<file path="config.mk">
export PLATFORM = sky130hd
export DESIGN_NAME = aobc_counter_ctrl
export DESIGN_NICKNAME = d
export VERILOG_FILES = /design/src/pkg/aobc_pkg.sv /design/src/rtl/aobc_counter_ctrl.sv
export SDC_FILE = /design/constraint.sdc
export NUM_CORES = 1
export LEC_CHECK = 0
export BUFFER_PORTS_ARGS = -buffer_cell sky130_fd_sc_hd__buf_2
export CORE_ASPECT_RATIO = 2
export CORE_MARGIN = 3
export CORE_UTILIZATION = 52
export DETAILED_ROUTE_END_ITERATION = 8
export PLACE_DENSITY = 0.77
export SYNTH_ARGS = -nofsm -noshare
export SYNTH_HDL_FRONTEND = slang
export SYNTH_SLANG_ARGS = --single-unit
</file>
<file path="constraint.sdc">
create_clock -name aclk -period 2.4 [get_ports aclk]
set_input_delay 0.48 -clock aclk [delete_from_list [all_inputs] [get_ports aclk]]
set_output_delay 0.48 -clock aclk [all_outputs]
set_load 0.01 [all_outputs]
</file>
<file path="src/pkg/aobc_pkg.sv">
// constants for the buffer-count counter control block
package aobc_pkg;
  localparam int unsigned ADDR_W = 12;
  localparam int unsigned CNT_W  = 24;

  // register indices; byte address is four times the index
  localparam logic [7:0] IDX_GRP_B_ACK     = 8'h03;
  localparam logic [7:0] IDX_OUT_STATUS_1  = 8'h03;
  localparam logic [7:0] IDX_OUT_CMD_2     = 8'h05;
  localparam logic [7:0] IDX_OUT_STATUS_2  = 8'h06;
  localparam logic [7:0] IDX_OUT_CMD_1     = 8'h09;
  localparam logic [7:0] IDX_SAVE_HIGH     = 8'h12;
  localparam logic [7:0] IDX_SAVE_LOW      = 8'h13;
  localparam logic [7:0] IDX_JOINT_STATUS  = 8'h1b;
  localparam logic [7:0] IDX_OUT_MODE_2    = 8'h27;
  localparam logic [7:0] IDX_LOAD_A_HIGH   = 8'h2c;
  localparam logic [7:0] IDX_LOAD_A_LOW    = 8'h2d;
  localparam logic [7:0] IDX_LOAD_B_HIGH   = 8'h2e;
  localparam logic [7:0] IDX_LOAD_B_LOW    = 8'h2f;
  localparam logic [7:0] IDX_START_SELECT  = 8'h42;
  localparam logic [7:0] IDX_PERSONAL      = 8'h4e;

  // command one
  localparam int unsigned BIT_HYST_CLEAR   = 15;
  localparam int unsigned BIT_DISARM       = 13;
  localparam int unsigned BIT_ARM          = 6;
  localparam int unsigned BIT_LOAD         = 5;
  // command two
  localparam int unsigned BIT_GATE_ENABLE  = 11;
  localparam int unsigned BIT_SNAP_FREEZE  = 10;
  localparam int unsigned BIT_SWAP_STROBE  = 4;
  // group b acknowledge
  localparam int unsigned BIT_TC_ACK       = 8;
  localparam int unsigned BIT_ERR_CLEAR    = 4;
  // status one / two, joint status
  localparam int unsigned BIT_TC_ERROR     = 11;
  localparam int unsigned BIT_ARMED        = 0;
  localparam int unsigned BIT_NEXT_PRESET  = 1;
  localparam int unsigned BIT_SNAP_HELD    = 2;
  localparam int unsigned BIT_CTRL_STATE   = 3;
  localparam int unsigned BIT_GATE_FLAG    = 6;
  // mode two
  localparam int unsigned BIT_FIRST_LOAD   = 2;
  localparam int unsigned BIT_AUTO_SWAP    = 1;
  // start select, personalization
  localparam int unsigned BIT_FREQ_ENABLE  = 12;
  localparam int unsigned BIT_FREQ_POL     = 9;
  localparam int unsigned BIT_SRC_CHOICE   = 4;

  localparam logic [1:0]       RESP_OKAY    = 2'h0;
  localparam logic [1:0]       RESP_SLVERR  = 2'h2;
  localparam logic [15:0]      RST_REG16    = 16'h0000;
  localparam logic [CNT_W-1:0] RST_CNT      = 24'h000000;
  // source choice resets to the supported setting
  localparam logic             RST_SRC      = 1'b1;

  typedef enum logic [0:0] {
    AOBC_WAIT  = 1'b0,
    AOBC_COUNT = 1'b1
  } aobc_state_e;
endpackage : aobc_pkg

</file>
<file path="src/rtl/aobc_counter_ctrl.sv">
// buffer-count counter control with its axi4-lite register slave
// Behaviour
// - secondary group raises timing interrupt only on secondary interval terminal, in group B.
// - writing hysteresis clear bit 15 clears trigger hysteresis and self-clears.
// - frequency enable 0 forces frequency pin to inactive level per polarity.
// - frequency polarity 0 is active high, 1 is active low.
// - arm bit 6 arms counter until hardware or disarm command disarms it.
// - armed flag reads 1 while armed, 0 while disarmed.
// - gate enable 1 passes external updates only while counter is counting.
// - gate flag shows blocked 0 or passing 1 while gate enabled.
// - first load select picks preset A or B only while disarmed.
// - load strobe copies selected preset into counter only while disarmed.
// - presets load on load command and terminal count; high byte at lower index.
// - next preset flag shows A or B and changes on a reload that swaps presets and on a first load select write while disarmed.
// - control state flag reads 0 waiting, 1 counting.
// - auto swap 1 swaps preset every terminal count; 0 swaps only when a swap strobe is pending.
// - snapshot freeze 1 latches at next counter event; 0 follows counter.
// - snapshot held flag reads 0 while following, 1 once latched.
// - snapshot latched on counter source; high byte at lower index.
// - source choice 0 update pulses, 1 update-count terminal; software uses 1.
// - swap strobe makes counter swap presets at next terminal count.
// - terminal error sets on two terminal counts without acknowledge between.
// - error clear bit 4 of group B acknowledge clears terminal error.
// - disarm strobe bit 13 disarms buffer, update-count and interval counters.
`timescale 1ns/100ps
module aobc_counter_ctrl (
  input  wire logic                         aclk,
  input  wire logic                         aresetn,
  input  wire logic                         clk_en,
  input  wire logic [aobc_pkg::ADDR_W-1:0]  s_axi_awaddr,
  input  wire logic [2:0]                   s_axi_awprot,
  input  wire logic                         s_axi_awvalid,
  output logic                              s_axi_awready,
  input  wire logic [31:0]                  s_axi_wdata,
  input  wire logic [3:0]                   s_axi_wstrb,
  input  wire logic                         s_axi_wvalid,
  output logic                              s_axi_wready,
  output logic [1:0]                        s_axi_bresp,
  output logic                              s_axi_bvalid,
  input  wire logic                         s_axi_bready,
  input  wire logic [aobc_pkg::ADDR_W-1:0]  s_axi_araddr,
  input  wire logic [2:0]                   s_axi_arprot,
  input  wire logic                         s_axi_arvalid,
  output logic                              s_axi_arready,
  output logic [31:0]                       s_axi_rdata,
  output logic [1:0]                        s_axi_rresp,
  output logic                              s_axi_rvalid,
  input  wire logic                         s_axi_rready,
  input  wire logic                         update_pulse,
  input  wire logic                         update_count_terminal,
  input  wire logic                         start_trigger,
  input  wire logic                         hw_disarm,
  input  wire logic                         external_update,
  input  wire logic                         freq_source,
  input  wire logic                         secondary_interval_terminal,
  output logic                              gated_update,
  output logic                              output_frequency_pin,
  output logic                              buffer_terminal_count,
  output logic                              trigger_hysteresis_clear,
  output logic                              counters_disarm_strobe,
  output logic                              group_b_interval_event
);
  localparam int unsigned CW = aobc_pkg::CNT_W;

  function automatic logic [7:0] reg_index(input logic [aobc_pkg::ADDR_W-1:0] a);
    reg_index = a[9:2];
  endfunction : reg_index

  function automatic logic [15:0] merge16(input logic [15:0] old_v, input logic [15:0] new_v,
                                          input logic [3:0] strb);
    logic [15:0] m;
    m       = {{8{strb[1]}}, {8{strb[0]}}};
    merge16 = (old_v & ~m) | (new_v & m);
  endfunction : merge16

  // bus state
  logic                        aw_full_q, aw_full_d, w_full_q, w_full_d;
  logic [7:0]                  aw_idx_q, aw_idx_d;
  logic [15:0]                 wdata_q, wdata_d;
  logic [3:0]                  wstrb_q, wstrb_d;
  logic                        bvalid_q, bvalid_d, rvalid_q, rvalid_d;
  logic [1:0]                  bresp_q, bresp_d, rresp_q, rresp_d;
  logic [31:0]                 rdata_q, rdata_d;
  logic                        do_write;
  logic [15:0]                 wbits;
  // control state
  logic [15:0]                 cmd2_q, cmd2_d, mode2_q, mode2_d;
  logic [15:0]                 start_sel_q, start_sel_d, personal_q, personal_d;
  logic [CW-1:0]               preset_a_q, preset_a_d, preset_b_q, preset_b_d;
  logic [CW-1:0]               count_q, count_d;
  logic [CW-1:0]               snap_q, snap_d;
  logic                        snap_held_q, snap_held_d, armed_q, armed_d, sel_q, sel_d;
  logic                        swap_pend_q, swap_pend_d, tc_unacked_q, tc_unacked_d, tc_error_q, tc_error_d;
  aobc_pkg::aobc_state_e       state_q, state_d;
  logic                        gated_q, gated_d, freq_q, freq_d, tc_q, tc_d;
  logic                        hyst_q, hyst_d, disarm_out_q, disarm_out_d, irq_b_q, irq_b_d;
  logic                        src_evt, counting, tc_now, gate_open, swap_sel;
  logic                        wr_cmd1, wr_cmd2, wr_ack, wr_mode2;

  assign s_axi_awready = clk_en & ~aw_full_q & ~bvalid_q;
  assign s_axi_wready  = clk_en & ~w_full_q & ~bvalid_q;
  assign s_axi_arready = clk_en & ~rvalid_q;
  assign s_axi_bvalid  = bvalid_q;
  assign s_axi_bresp   = bresp_q;
  assign s_axi_rvalid  = rvalid_q;
  assign s_axi_rresp   = rresp_q;
  assign s_axi_rdata   = rdata_q;

  assign do_write = aw_full_q & w_full_q & ~bvalid_q;
  // strobes only act on the byte lanes that were enabled
  assign wbits    = wdata_q & {{8{wstrb_q[1]}}, {8{wstrb_q[0]}}};
  assign wr_cmd1  = do_write & (aw_idx_q == aobc_pkg::IDX_OUT_CMD_1);
  assign wr_cmd2  = do_write & (aw_idx_q == aobc_pkg::IDX_OUT_CMD_2);
  assign wr_ack   = do_write & (aw_idx_q == aobc_pkg::IDX_GRP_B_ACK);
  assign wr_mode2 = do_write & (aw_idx_q == aobc_pkg::IDX_OUT_MODE_2);

  always_comb
  begin
    aw_full_d = aw_full_q;
    aw_idx_d  = aw_idx_q;
    w_full_d  = w_full_q;
    wdata_d   = wdata_q;
    wstrb_d   = wstrb_q;
    bvalid_d  = bvalid_q;
    bresp_d   = bresp_q;
    rvalid_d  = rvalid_q;
    rresp_d   = rresp_q;
    rdata_d   = rdata_q;
    if (s_axi_awvalid && s_axi_awready)
    begin
      aw_full_d = 1'b1;
      aw_idx_d  = reg_index(s_axi_awaddr);
    end
    if (s_axi_wvalid && s_axi_wready)
    begin
      w_full_d = 1'b1;
      wdata_d  = s_axi_wdata[15:0];
      wstrb_d  = s_axi_wstrb;
    end
    if (do_write)
    begin
      aw_full_d = 1'b0;
      w_full_d  = 1'b0;
      bvalid_d  = 1'b1;
      unique case (aw_idx_q)
        aobc_pkg::IDX_GRP_B_ACK, aobc_pkg::IDX_OUT_CMD_2, aobc_pkg::IDX_OUT_CMD_1,
        aobc_pkg::IDX_OUT_MODE_2, aobc_pkg::IDX_LOAD_A_HIGH, aobc_pkg::IDX_LOAD_A_LOW,
        aobc_pkg::IDX_LOAD_B_HIGH, aobc_pkg::IDX_LOAD_B_LOW, aobc_pkg::IDX_START_SELECT,
        aobc_pkg::IDX_PERSONAL:
          bresp_d = aobc_pkg::RESP_OKAY;
        default:
          bresp_d = aobc_pkg::RESP_SLVERR;
      endcase
    end
    else if (bvalid_q && s_axi_bready)
    begin
      bvalid_d = 1'b0;
    end
    if (s_axi_arvalid && s_axi_arready)
    begin
      rvalid_d = 1'b1;
      rresp_d  = aobc_pkg::RESP_OKAY;
      rdata_d  = 32'h00000000;
      unique case (reg_index(s_axi_araddr))
        aobc_pkg::IDX_OUT_STATUS_1:
          rdata_d[aobc_pkg::BIT_TC_ERROR] = tc_error_q;
        aobc_pkg::IDX_OUT_STATUS_2:
        begin
          rdata_d[aobc_pkg::BIT_ARMED]       = armed_q;
          rdata_d[aobc_pkg::BIT_NEXT_PRESET] = sel_q;
          rdata_d[aobc_pkg::BIT_SNAP_HELD]   = snap_held_q;
          rdata_d[aobc_pkg::BIT_CTRL_STATE]  = state_q;
        end
        aobc_pkg::IDX_SAVE_HIGH:
          rdata_d[7:0] = snap_q[CW-1:16];
        aobc_pkg::IDX_SAVE_LOW:
          rdata_d[15:0] = snap_q[15:0];
        aobc_pkg::IDX_JOINT_STATUS:
          rdata_d[aobc_pkg::BIT_GATE_FLAG] = gate_open;
        aobc_pkg::IDX_OUT_CMD_2, aobc_pkg::IDX_OUT_CMD_1, aobc_pkg::IDX_OUT_MODE_2,
        aobc_pkg::IDX_LOAD_A_HIGH, aobc_pkg::IDX_LOAD_A_LOW, aobc_pkg::IDX_LOAD_B_HIGH,
        aobc_pkg::IDX_LOAD_B_LOW, aobc_pkg::IDX_START_SELECT, aobc_pkg::IDX_PERSONAL:
          rdata_d = 32'h00000000;
        default:
          rresp_d = aobc_pkg::RESP_SLVERR;
      endcase
    end
    else if (rvalid_q && s_axi_rready)
    begin
      rvalid_d = 1'b0;
    end
  end

  always_ff @(posedge aclk)
  begin
    if (!aresetn)
    begin
      aw_full_q <= 1'b0;
      aw_idx_q  <= 8'h00;
      w_full_q  <= 1'b0;
      wdata_q   <= aobc_pkg::RST_REG16;
      wstrb_q   <= 4'h0;
      bvalid_q  <= 1'b0;
      bresp_q   <= aobc_pkg::RESP_OKAY;
      rvalid_q  <= 1'b0;
      rresp_q   <= aobc_pkg::RESP_OKAY;
      rdata_q   <= 32'h00000000;
    end
    else if (clk_en)
    begin
      aw_full_q <= aw_full_d;
      aw_idx_q  <= aw_idx_d;
      w_full_q  <= w_full_d;
      wdata_q   <= wdata_d;
      wstrb_q   <= wstrb_d;
      bvalid_q  <= bvalid_d;
      bresp_q   <= bresp_d;
      rvalid_q  <= rvalid_d;
      rresp_q   <= rresp_d;
      rdata_q   <= rdata_d;
    end
  end

  // counter source: the unsupported update-pulse setting is still wired
  assign src_evt   = personal_q[aobc_pkg::BIT_SRC_CHOICE] ? update_count_terminal : update_pulse;
  assign counting  = (state_q == aobc_pkg::AOBC_COUNT);
  assign tc_now    = counting & src_evt & (count_q == aobc_pkg::RST_CNT);
  // only counting opens the gate; software keeps it off for internal updates
  assign gate_open = cmd2_q[aobc_pkg::BIT_GATE_ENABLE] & counting;
  assign swap_sel  = sel_q ^ (mode2_q[aobc_pkg::BIT_AUTO_SWAP] | swap_pend_q);

  always_comb
  begin
    cmd2_d       = cmd2_q;
    mode2_d      = mode2_q;
    start_sel_d  = start_sel_q;
    personal_d   = personal_q;
    preset_a_d   = preset_a_q;
    preset_b_d   = preset_b_q;
    count_d      = count_q;
    snap_d       = snap_q;
    snap_held_d  = snap_held_q;
    armed_d      = armed_q;
    sel_d        = sel_q;
    swap_pend_d  = swap_pend_q;
    tc_unacked_d = tc_unacked_q;
    tc_error_d   = tc_error_q;
    state_d      = state_q;
    if (do_write)
    begin
      unique case (aw_idx_q)
        aobc_pkg::IDX_OUT_CMD_2:    cmd2_d = merge16(cmd2_q, wdata_q, wstrb_q);
        aobc_pkg::IDX_START_SELECT: start_sel_d = merge16(start_sel_q, wdata_q, wstrb_q);
        aobc_pkg::IDX_PERSONAL:     personal_d = merge16(personal_q, wdata_q, wstrb_q);
        aobc_pkg::IDX_LOAD_A_HIGH:  preset_a_d[CW-1:16] = wstrb_q[0] ? wdata_q[7:0] : preset_a_q[CW-1:16];
        aobc_pkg::IDX_LOAD_A_LOW:   preset_a_d[15:0] = merge16(preset_a_q[15:0], wdata_q, wstrb_q);
        aobc_pkg::IDX_LOAD_B_HIGH:  preset_b_d[CW-1:16] = wstrb_q[0] ? wdata_q[7:0] : preset_b_q[CW-1:16];
        aobc_pkg::IDX_LOAD_B_LOW:   preset_b_d[15:0] = merge16(preset_b_q[15:0], wdata_q, wstrb_q);
        default:                    cmd2_d = cmd2_q;
      endcase
    end
    // mode two is held whole, but the first load choice only takes while disarmed
    if (wr_mode2)
    begin
      mode2_d = merge16(mode2_q, wdata_q, wstrb_q);
      if (armed_q)
        mode2_d[aobc_pkg::BIT_FIRST_LOAD] = mode2_q[aobc_pkg::BIT_FIRST_LOAD];
      else
        sel_d = mode2_d[aobc_pkg::BIT_FIRST_LOAD];
    end
    if (wr_cmd1 && wbits[aobc_pkg::BIT_LOAD] && !armed_q)
      count_d = sel_d ? preset_b_q : preset_a_q;
    // terminal count reloads on the same edge, so no count is lost
    if (tc_now)
    begin
      sel_d   = swap_sel;
      count_d = swap_sel ? preset_b_q : preset_a_q;
    end
    else if (counting && src_evt)
    begin
      count_d = count_q - 24'h000001;
    end
    // a strobe in the terminal cycle waits for the following terminal count
    if (tc_now)
      swap_pend_d = 1'b0;
    if (wr_cmd2 && wbits[aobc_pkg::BIT_SWAP_STROBE])
      swap_pend_d = 1'b1;
    if (wr_cmd1 && wbits[aobc_pkg::BIT_ARM])
      armed_d = 1'b1;
    if ((wr_cmd1 && wbits[aobc_pkg::BIT_DISARM]) || hw_disarm)
      armed_d = 1'b0;
    unique case (state_q)
      aobc_pkg::AOBC_WAIT:
        if (armed_q && start_trigger)
          state_d = aobc_pkg::AOBC_COUNT;
      aobc_pkg::AOBC_COUNT:
        if (!armed_d)
          state_d = aobc_pkg::AOBC_WAIT;
    endcase
    if (!cmd2_q[aobc_pkg::BIT_SNAP_FREEZE])
    begin
      snap_held_d = 1'b0;
      snap_d      = count_q;
    end
    else if (!snap_held_q && src_evt)
    begin
      snap_held_d = 1'b1;
      snap_d      = count_q;
    end
    if (wr_ack && wbits[aobc_pkg::BIT_TC_ACK])
      tc_unacked_d = 1'b0;
    if (wr_ack && wbits[aobc_pkg::BIT_ERR_CLEAR])
      tc_error_d = 1'b0;
    // set wins over the acknowledge and the clear in the same cycle
    if (tc_now)
    begin
      tc_unacked_d = 1'b1;
      if (tc_unacked_q && !(wr_ack && wbits[aobc_pkg::BIT_TC_ACK]))
        tc_error_d = 1'b1;
    end
  end

  always_comb
  begin
    gated_d = cmd2_q[aobc_pkg::BIT_GATE_ENABLE] ? (external_update & gate_open) : external_update;
    // disabled pin rests at the polarity bit, its inactive level
    freq_d = start_sel_q[aobc_pkg::BIT_FREQ_ENABLE] ?
             (freq_source ^ personal_q[aobc_pkg::BIT_FREQ_POL]) :
             personal_q[aobc_pkg::BIT_FREQ_POL];
    tc_d         = tc_now;
    hyst_d       = wr_cmd1 & wbits[aobc_pkg::BIT_HYST_CLEAR];
    disarm_out_d = wr_cmd1 & wbits[aobc_pkg::BIT_DISARM];
    irq_b_d      = secondary_interval_terminal;
  end

  always_ff @(posedge aclk)
  begin
    if (!aresetn)
    begin
      cmd2_q       <= aobc_pkg::RST_REG16;
      mode2_q      <= aobc_pkg::RST_REG16;
      start_sel_q  <= aobc_pkg::RST_REG16;
      personal_q   <= {11'h000, aobc_pkg::RST_SRC, 4'h0};
      preset_a_q   <= aobc_pkg::RST_CNT;
      preset_b_q   <= aobc_pkg::RST_CNT;
      count_q      <= aobc_pkg::RST_CNT;
      snap_q       <= aobc_pkg::RST_CNT;
      snap_held_q  <= 1'b0;
      armed_q      <= 1'b0;
      sel_q        <= 1'b0;
      swap_pend_q  <= 1'b0;
      tc_unacked_q <= 1'b0;
      tc_error_q   <= 1'b0;
      state_q      <= aobc_pkg::AOBC_WAIT;
      gated_q      <= 1'b0;
      freq_q       <= 1'b0;
      tc_q         <= 1'b0;
      hyst_q       <= 1'b0;
      disarm_out_q <= 1'b0;
      irq_b_q      <= 1'b0;
    end
    else if (clk_en)
    begin
      cmd2_q       <= cmd2_d;
      mode2_q      <= mode2_d;
      start_sel_q  <= start_sel_d;
      personal_q   <= personal_d;
      preset_a_q   <= preset_a_d;
      preset_b_q   <= preset_b_d;
      count_q      <= count_d;
      snap_q       <= snap_d;
      snap_held_q  <= snap_held_d;
      armed_q      <= armed_d;
      sel_q        <= sel_d;
      swap_pend_q  <= swap_pend_d;
      tc_unacked_q <= tc_unacked_d;
      tc_error_q   <= tc_error_d;
      state_q      <= state_d;
      gated_q      <= gated_d;
      freq_q       <= freq_d;
      tc_q         <= tc_d;
      hyst_q       <= hyst_d;
      disarm_out_q <= disarm_out_d;
      irq_b_q      <= irq_b_d;
    end
  end

  assign gated_update             = gated_q;
  assign output_frequency_pin     = freq_q;
  assign buffer_terminal_count    = tc_q;
  assign trigger_hysteresis_clear = hyst_q;
  assign counters_disarm_strobe   = disarm_out_q;
  assign group_b_interval_event   = irq_b_q;
endmodule : aobc_counter_ctrl

</file>
==> results of run 1 <==
[tightest hold or removal path, stage by stage]
cell     delay [ns]
buf_2          0.09
nand2_1        0.04
a21oi_1        0.05
[metrics by stage]
step	power, mW	setup WS (ns)	setup TNS (ns)	utilization	instance area (sq um)
after detailed placement	3.18	-0.0994	-0.563	0.597	9230
after global routing	5.80	-0.0741	-0.736	0.646	9990
after floorplan	3.06	-0.0759	-0.262	-	8390
after CTS	5.66	0.00189	0	0.633	9780
after global placement	3.18	-0.0536	-0.172	0.597	9230
final	5.63	-0.0253	-0.0299	0.646	9990
[cell type report]
cell class / count / share of cell area
clock buffers: 18 / 0.0430
clock inverters: 14 / 0.0106
inverters: 9 / 0.00338
multi-input cells: 735 / 0.470
flip-flops and latches: 164 / 0.329
well taps: 198 / 0.0248
repair buffers: 174 / 0.119
[routing by layer]
| layer | wire [um] | global-route usage | vias to the layer above |
|---|---|---|---|
| li1 | - | - | 3710 |
| met1 | 8450 | 0.279 | 3554 |
| met2 | 12700 | 0.497 | 280 |
| met3 | 1030 | 0.0327 | 92 |
| met4 | 1500 | 0.167 | 0 |
| met5 | 0 | 0 | - |
[what timing repair did]
item	in CTS	in global routing
cloned	0	3
gates resized for setup	1	35
buffers inserted	1	10
endpoints found under the setup margin	15	24
pin swaps	1	11
[how the worst max path moves through the flow]
| stage | from | endpoint | slack [ns] | cells past startpoint |
|---|---|---|---|---|
| 3_3_place_gp | count_q[20] | count_q[17] | -0.05 | 7 |
| 2_1_floorplan | aw_idx_q[0] | count_q[15] | -0.08 | 9 |
| 4_1_cts | count_q[20] | count_q[21] | 0.002 | 8 |
| 6_report | count_q[20] | count_q[14] | -0.03 | 6 |
| 5_1_grt | count_q[12] | count_q[14] | -0.07 | 8 |
| 3_5_place_dp | count_q[20] | count_q[17] | -0.1 | 7 |
[cells by family after synthesis]
family,synth area share
simple gates,0.219
compound gates,0.181
flops,0.396
mux,0.123
buf+inv,0.0616
xor+xnor,0.0159
fa+ha+maj,0.00302
other cells,0.000453
[where the power goes]
group	leakage (nW)	total, mW	internal [mW]	switching [mW]
sequential	1.33	2.79	2.76	0.0376
combinational	2.38	0.332	0.129	0.203
clock	0.253	2.51	1.33	1.18
[cells in the final DEF (no fill, tap or decap), types with 5 or more instances in the layout]
cell type and n:
mux2_2 23, xnor2_1 7, dfxtp_2 6, buf_2 78
and2_1 6, conb_1 18, xor2_1 8, clkbuf_16 17
o221a_2 7, nor3_1 23, o21ai_1 6, nand4_1 11
o21ai_0 35, dfxtp_1 158, nor4_1 9, nor3b_1 6
a31oi_1 5, nor2b_1 11, nand3_1 25, buf_4 87
inv_1 8, nand4b_1 6, o21a_1 6, or4_4 9
nor2_1 90, a21oi_1 50, mux2i_1 73, a22oi_1 8
a21boi_0 47, buf_12 5, o211ai_1 11, or3_1 5
nand2_1 147
==> results.sh, run 1 <==
export IMPL_holdBufCountCts=0
export IMPL_violations="setup timing"
export IMPL_synth_edf_count=0
export IMPL_gr_total_overflow=0
export IMPL_critical_path_most_common_cell="or4_4"
export IMPL_crit_type="reg -> reg"
export IMPL_cp_cell_sequence="or4_4 > or3_4 > or4_4 > buf_4 > o21ai_0 > o221a_2"
export IMPL_first_global_vias=7282
export IMPL_grt_max_degree=43
export IMPL_cp_end_kind="flip-flop"
export IMPL_antenna_found_initial=0
export IMPL_die_w_um=95.2
export IMPL_chipHeight_um=184
export IMPL_status="complete, but fails checks"
export IMPL_final_antenna_net_count=0
export IMPL_vias_per_cell=5.82
export IMPL_critical_path_buf_inv_count=1
export IMPL_layout_min_cycle_time_ns=2.43
export IMPL_synth_top_cell_by_area="dfxtp_1"
export IMPL_power_density_nw_per_um2=564
export IMPL_hold_start="s_axi_awaddr[2]"
export IMPL_slowest_stage="or4_4"
export IMPL_io_pins=128
export IMPL_ir_worst_vdd_mv=0.442
export IMPL_hold_viol=0
export IMPL_grt_pass1_wl_mm=36.6
export IMPL_fin_skew_ns=0.00682
export IMPL_startpoint_type="flip-flop"
export IMPL_min_delay_path_depth=3
export IMPL_async_flop_share=0
export IMPL_cts_max_level=4
export IMPL_wl_per_cell_um=18.1
export IMPL_ys_ff_latch=164
export IMPL_min_path_type="in -> reg"
export IMPL_synth_cell_types=76
export IMPL_slowest_delay_ns=0.60
export IMPL_dr_pass1_iters=6
export IMPL_diodes=0
export IMPL_crit_family="simple AND/OR/NAND/NOR gates"
export IMPL_ctsLongestPathBuffers=2
export IMPL_drcViolationCount=0
export IMPL_clkSinkCount=164
export IMPL_clock_latency_ns=0.43
export IMPL_drt_wl_total_mm=23.7
export IMPL_regToRegStartpoint="count_q[20]"
export IMPL_place_congestion=0.905
export IMPL_reg2reg_depth=6
export IMPL_reg2reg_slack_ns=-0.03
export IMPL_port_buffers=77
export IMPL_start_util=0.536
export IMPL_synth_top_cell_area_share=0.396
export IMPL_finalNonFillerCells=1312
export IMPL_yosysMostFrequentCell="dfxtp_1"
export IMPL_area_delta_synth_final_pct=20.6
export IMPL_dp_hpwl_mm=17.2
export IMPL_fillerInstances=1347
export IMPL_synth_area_sq_um=8280
export IMPL_synthCells=978
export IMPL_tritoncts_num_buffers=17
export IMPL_ys_flop_type="dfxtp_1"
export IMPL_dp_cells=1266
export IMPL_relSlewSlack=0.420
export IMPL_grtUsageTotal=0.269
export IMPL_fin_ws_ns=-0.0253
export IMPL_layout_nets=1184
export IMPL_cap_violations=0
export IMPL_finalMaxSlewViolations=0
export IMPL_synth_area_per_cell_sq_um=8.47
export IMPL_layout_drive_gt1_share=0.252
export IMPL_rows=64
export IMPL_rsz0062_at_grt="yes"
export IMPL_cp_required_ns=2.79
export IMPL_drtIter0Drc=587
export IMPL_worst_hold_slack_ns=0.278
export IMPL_multi_input_area_sq_um=4690
export IMPL_timing_final_crit_share=1.01
export IMPL_worstPathMaxFanout=5
export IMPL_die_area_sq_um=17600
export IMPL_power_leakage_nw=3.96
export IMPL_synth_seq_area_share=0.396
export IMPL_hold_path_end="aw_idx_q[0]"
export IMPL_clk_pin_slew_ns=0.07
export IMPL_ys_warn_count=0
export IMPL_fmax_mhz=412
export IMPL_crit_arrival_ns=2.81
export IMPL_clock_root_buffer="clkbuf_16"
export IMPL_worstMarginPinSlew_ns=0.869
export IMPL_synthTopCellsByCount="dfxtp_1 (164), nand2_1 (149), nor2_1 (92)"
export IMPL_vias=7636
export IMPL_r2r_end="count_q[14]"
export IMPL_core_area_sq_um=15500
export IMPL_setup_viol=2
export IMPL_netlist_top_cells_area="dfxtp_1 (40%), mux2i_1 (8.8%), nand2_1 (6.8%)"
export IMPL_cts_tree="built"
export IMPL_area_sequential_sq_um=3290
Power figures use the tool's default switching activity.
==> run 2: changes to the inputs <==
--- a/config.mk
+++ b/config.mk
@@ -7,7 +7,6 @@
 export LEC_CHECK = 0
 export BUFFER_PORTS_ARGS = -buffer_cell sky130_fd_sc_hd__buf_2
 export CORE_ASPECT_RATIO = 2
-export CORE_MARGIN = 3
 export CORE_UTILIZATION = 52
 export DETAILED_ROUTE_END_ITERATION = 8
 export PLACE_DENSITY = 0.77
==> constraint.sdc (replaced) <==
create_clock -name aclk -period 2.4 [get_ports aclk]
set_input_delay 0 -clock aclk [delete_from_list [all_inputs] [get_ports aclk]]
set_output_delay 0 -clock aclk [all_outputs]
set_load 0.01 [all_outputs]
==> run 2 against run 1 <==
The flow still finishes with violations (setup timing); total power increased by 5.5%; global-route usage increased by 4.1 points; clock power increased by 10%; largest cell class unchanged; hold slack got worse by 0.27 ns; worst setup slack improved by 0.0018 ns; cell count increased by 2.2%; combinational power increased by 14%.
==> results.sh, run 2 (synthesis gave the netlist of run 1 again) <==
export IMPL_fmax_mhz=413
export IMPL_layout_min_cycle_time_ns=2.42
export IMPL_relSlewSlack=0.433
export IMPL_min_delay_path_depth=3
export IMPL_fin_skew_ns=0.0102
export IMPL_drcViolationCount=0
export IMPL_finalMaxSlewViolations=0
export IMPL_dpl_worst_slack_ns=-0.0736
export IMPL_layout_common_cells="dfxtp_1 (159), nand2_1 (146), nor2_1 (91)"
export IMPL_clock_root_buffer="clkbuf_16"
export IMPL_diodes=0
export IMPL_finalNonFillerCells=1341
export IMPL_drtIter0Drc=710
export IMPL_vias=8093
export IMPL_cp_end_kind="flip-flop"
export IMPL_drt_wl_total_mm=25.6
export IMPL_r2r_end="count_q[22]"
export IMPL_worstPathMaxFanout=6
export IMPL_clock_latency_ns=0.44
export IMPL_rsz0062_at_grt="yes"
export IMPL_start_util=0.536
export IMPL_dp_cells=1256
export IMPL_timing_final_crit_share=1.01
export IMPL_worstMarginPinSlew_ns=0.851
export IMPL_die_area_sq_um=16500
export IMPL_final_area_sq_um=10400
export IMPL_final_antenna_net_count=0
export IMPL_cts_max_level=4
export IMPL_grt_pass1_wl_mm=39.9
export IMPL_crit_type="reg -> reg"
export IMPL_io_pins=128
export IMPL_ir_worst_vdd_mv=0.390
export IMPL_cap_violations=0
export IMPL_crit_arrival_ns=2.72
export IMPL_die_w_um=91.2
export IMPL_antenna_found_initial=0
export IMPL_worst_hold_slack_ns=0.00869
export IMPL_rows=64
export IMPL_cp_required_ns=2.70
export IMPL_place_congestion=0.956
export IMPL_first_global_vias=7847
export IMPL_area_delta_synth_final_pct=25.9
export IMPL_reg2reg_slack_ns=-0.02
export IMPL_port_buffers=77
export IMPL_dr_pass1_iters=6
export IMPL_power_leakage_nw=4.10
export IMPL_power_density_nw_per_um2=570
export IMPL_setup_viol=3
export IMPL_dp_hpwl_mm=17.6
export IMPL_violations="setup timing"
export IMPL_gr_total_overflow=0
export IMPL_chipHeight_um=180
export IMPL_hold_start="s_axi_araddr[2]"
export IMPL_fin_ws_ns=-0.0235
export IMPL_startpoint_type="flip-flop"
export IMPL_regToRegStartpoint="aw_idx_q[2]"
export IMPL_min_path_type="in -> reg"
export IMPL_hold_path_end="s_axi_rdata[11]"
export IMPL_grtUsageTotal=0.311
export IMPL_layout_drive_gt1_share=0.237
export IMPL_grt_max_degree=93
export IMPL_core_area_sq_um=15500
export IMPL_hold_viol=0
export IMPL_clk_pin_slew_ns=0.07
export IMPL_clkSinkCount=164
export IMPL_cts_tree="built"
export IMPL_vias_per_cell=6.04
export IMPL_final_common_cell="dfxtp_1"
export IMPL_place_area_sq_um=9130
export IMPL_status="complete, but fails checks"
export IMPL_layout_nets=1213
export IMPL_tritoncts_num_buffers=17
export IMPL_reg2reg_depth=7
export IMPL_wl_per_cell_um=19.1
export IMPL_ctsLongestPathBuffers=2
==> run 2: area by class of cell <==
type,count,area (sq um)
clock buffers,19,443
repair buffers,203,1530
clock inverters,13,148
multi-input cells,735,4730
flip-flops and latches,164,3290
fillers,1251,5020
well taps,198,248
inverters,9,33.8
==> run 2: metal layers <==
| layer | up-vias | part of all wire | GRT usage |
|---|---|---|---|
| li1 | 3752 | - | - |
| met1 | 3777 | 0.34 | 0.307 |
| met2 | 400 | 0.52 | 0.565 |
| met3 | 164 | 0.050 | 0.0443 |
| met4 | 0 | 0.083 | 0.251 |
| met5 | - | 0 | 0 |
==> run 2: worst max path at each step <==
| stage | slack [ns] | depth (start not counted) | startpoint | to |
|---|---|---|---|---|
| 2_1_floorplan | -0.08 | 9 | aw_idx_q[0] | count_q[15] |
| 3_3_place_gp | -0.09 | 8 | count_q[20] | count_q[23] |
| 3_5_place_dp | -0.07 | 6 | count_q[20] | count_q[16] |
| 4_1_cts | 0.002 | 6 | count_q[20] | count_q[16] |
| 5_1_grt | -0.11 | 8 | aw_idx_q[2] | count_q[10] |
| 6_report | -0.02 | 7 | aw_idx_q[2] | count_q[22] |
==> run 2: where the power goes <==
part / switching, mW / total [mW] / leakage [nW] / internal, mW
combinational: 0.213 / 0.380 / 2.50 / 0.167
clock: 1.19 / 2.76 / 0.277 / 1.58
sequential: 0.0407 / 2.80 / 1.33 / 2.76
==> run 2: critical path: stages, from the launching register on <==
cell and delay [ns]:
dfxtp_2 0.34, or3b_4 0.41, or4_4 0.55, o21ai_4 0.23, buf_12 0.16, mux2_4 0.31
a22oi_2 0.21, o41ai_2 0.08
==> run 2: through the flow <==
step / TNS (ns) / power [mW] / util
global placement: -0.382 / 3.17 / 0.591
detailed placement: -0.586 / 3.17 / 0.591
finish: -0.0569 / 5.94 / 0.675
floorplan: -0.262 / 3.06 / -
CTS: 0 / 5.95 / 0.662
global route: -0.995 / 6.11 / 0.675
==> run 2: repair_timing <==
| item | in CTS | in global routing |
|---|---|---|
| hold endpoints to repair | 36 | 0 |
| gates resized for setup | 7 | 41 |
| endpoints found under the setup margin | 21 | 26 |
| buffers inserted | 0 | 5 |
| hold buffers | 45 | 0 |
| cloned | 2 | 1 |
| pin swaps | 2 | 15 |
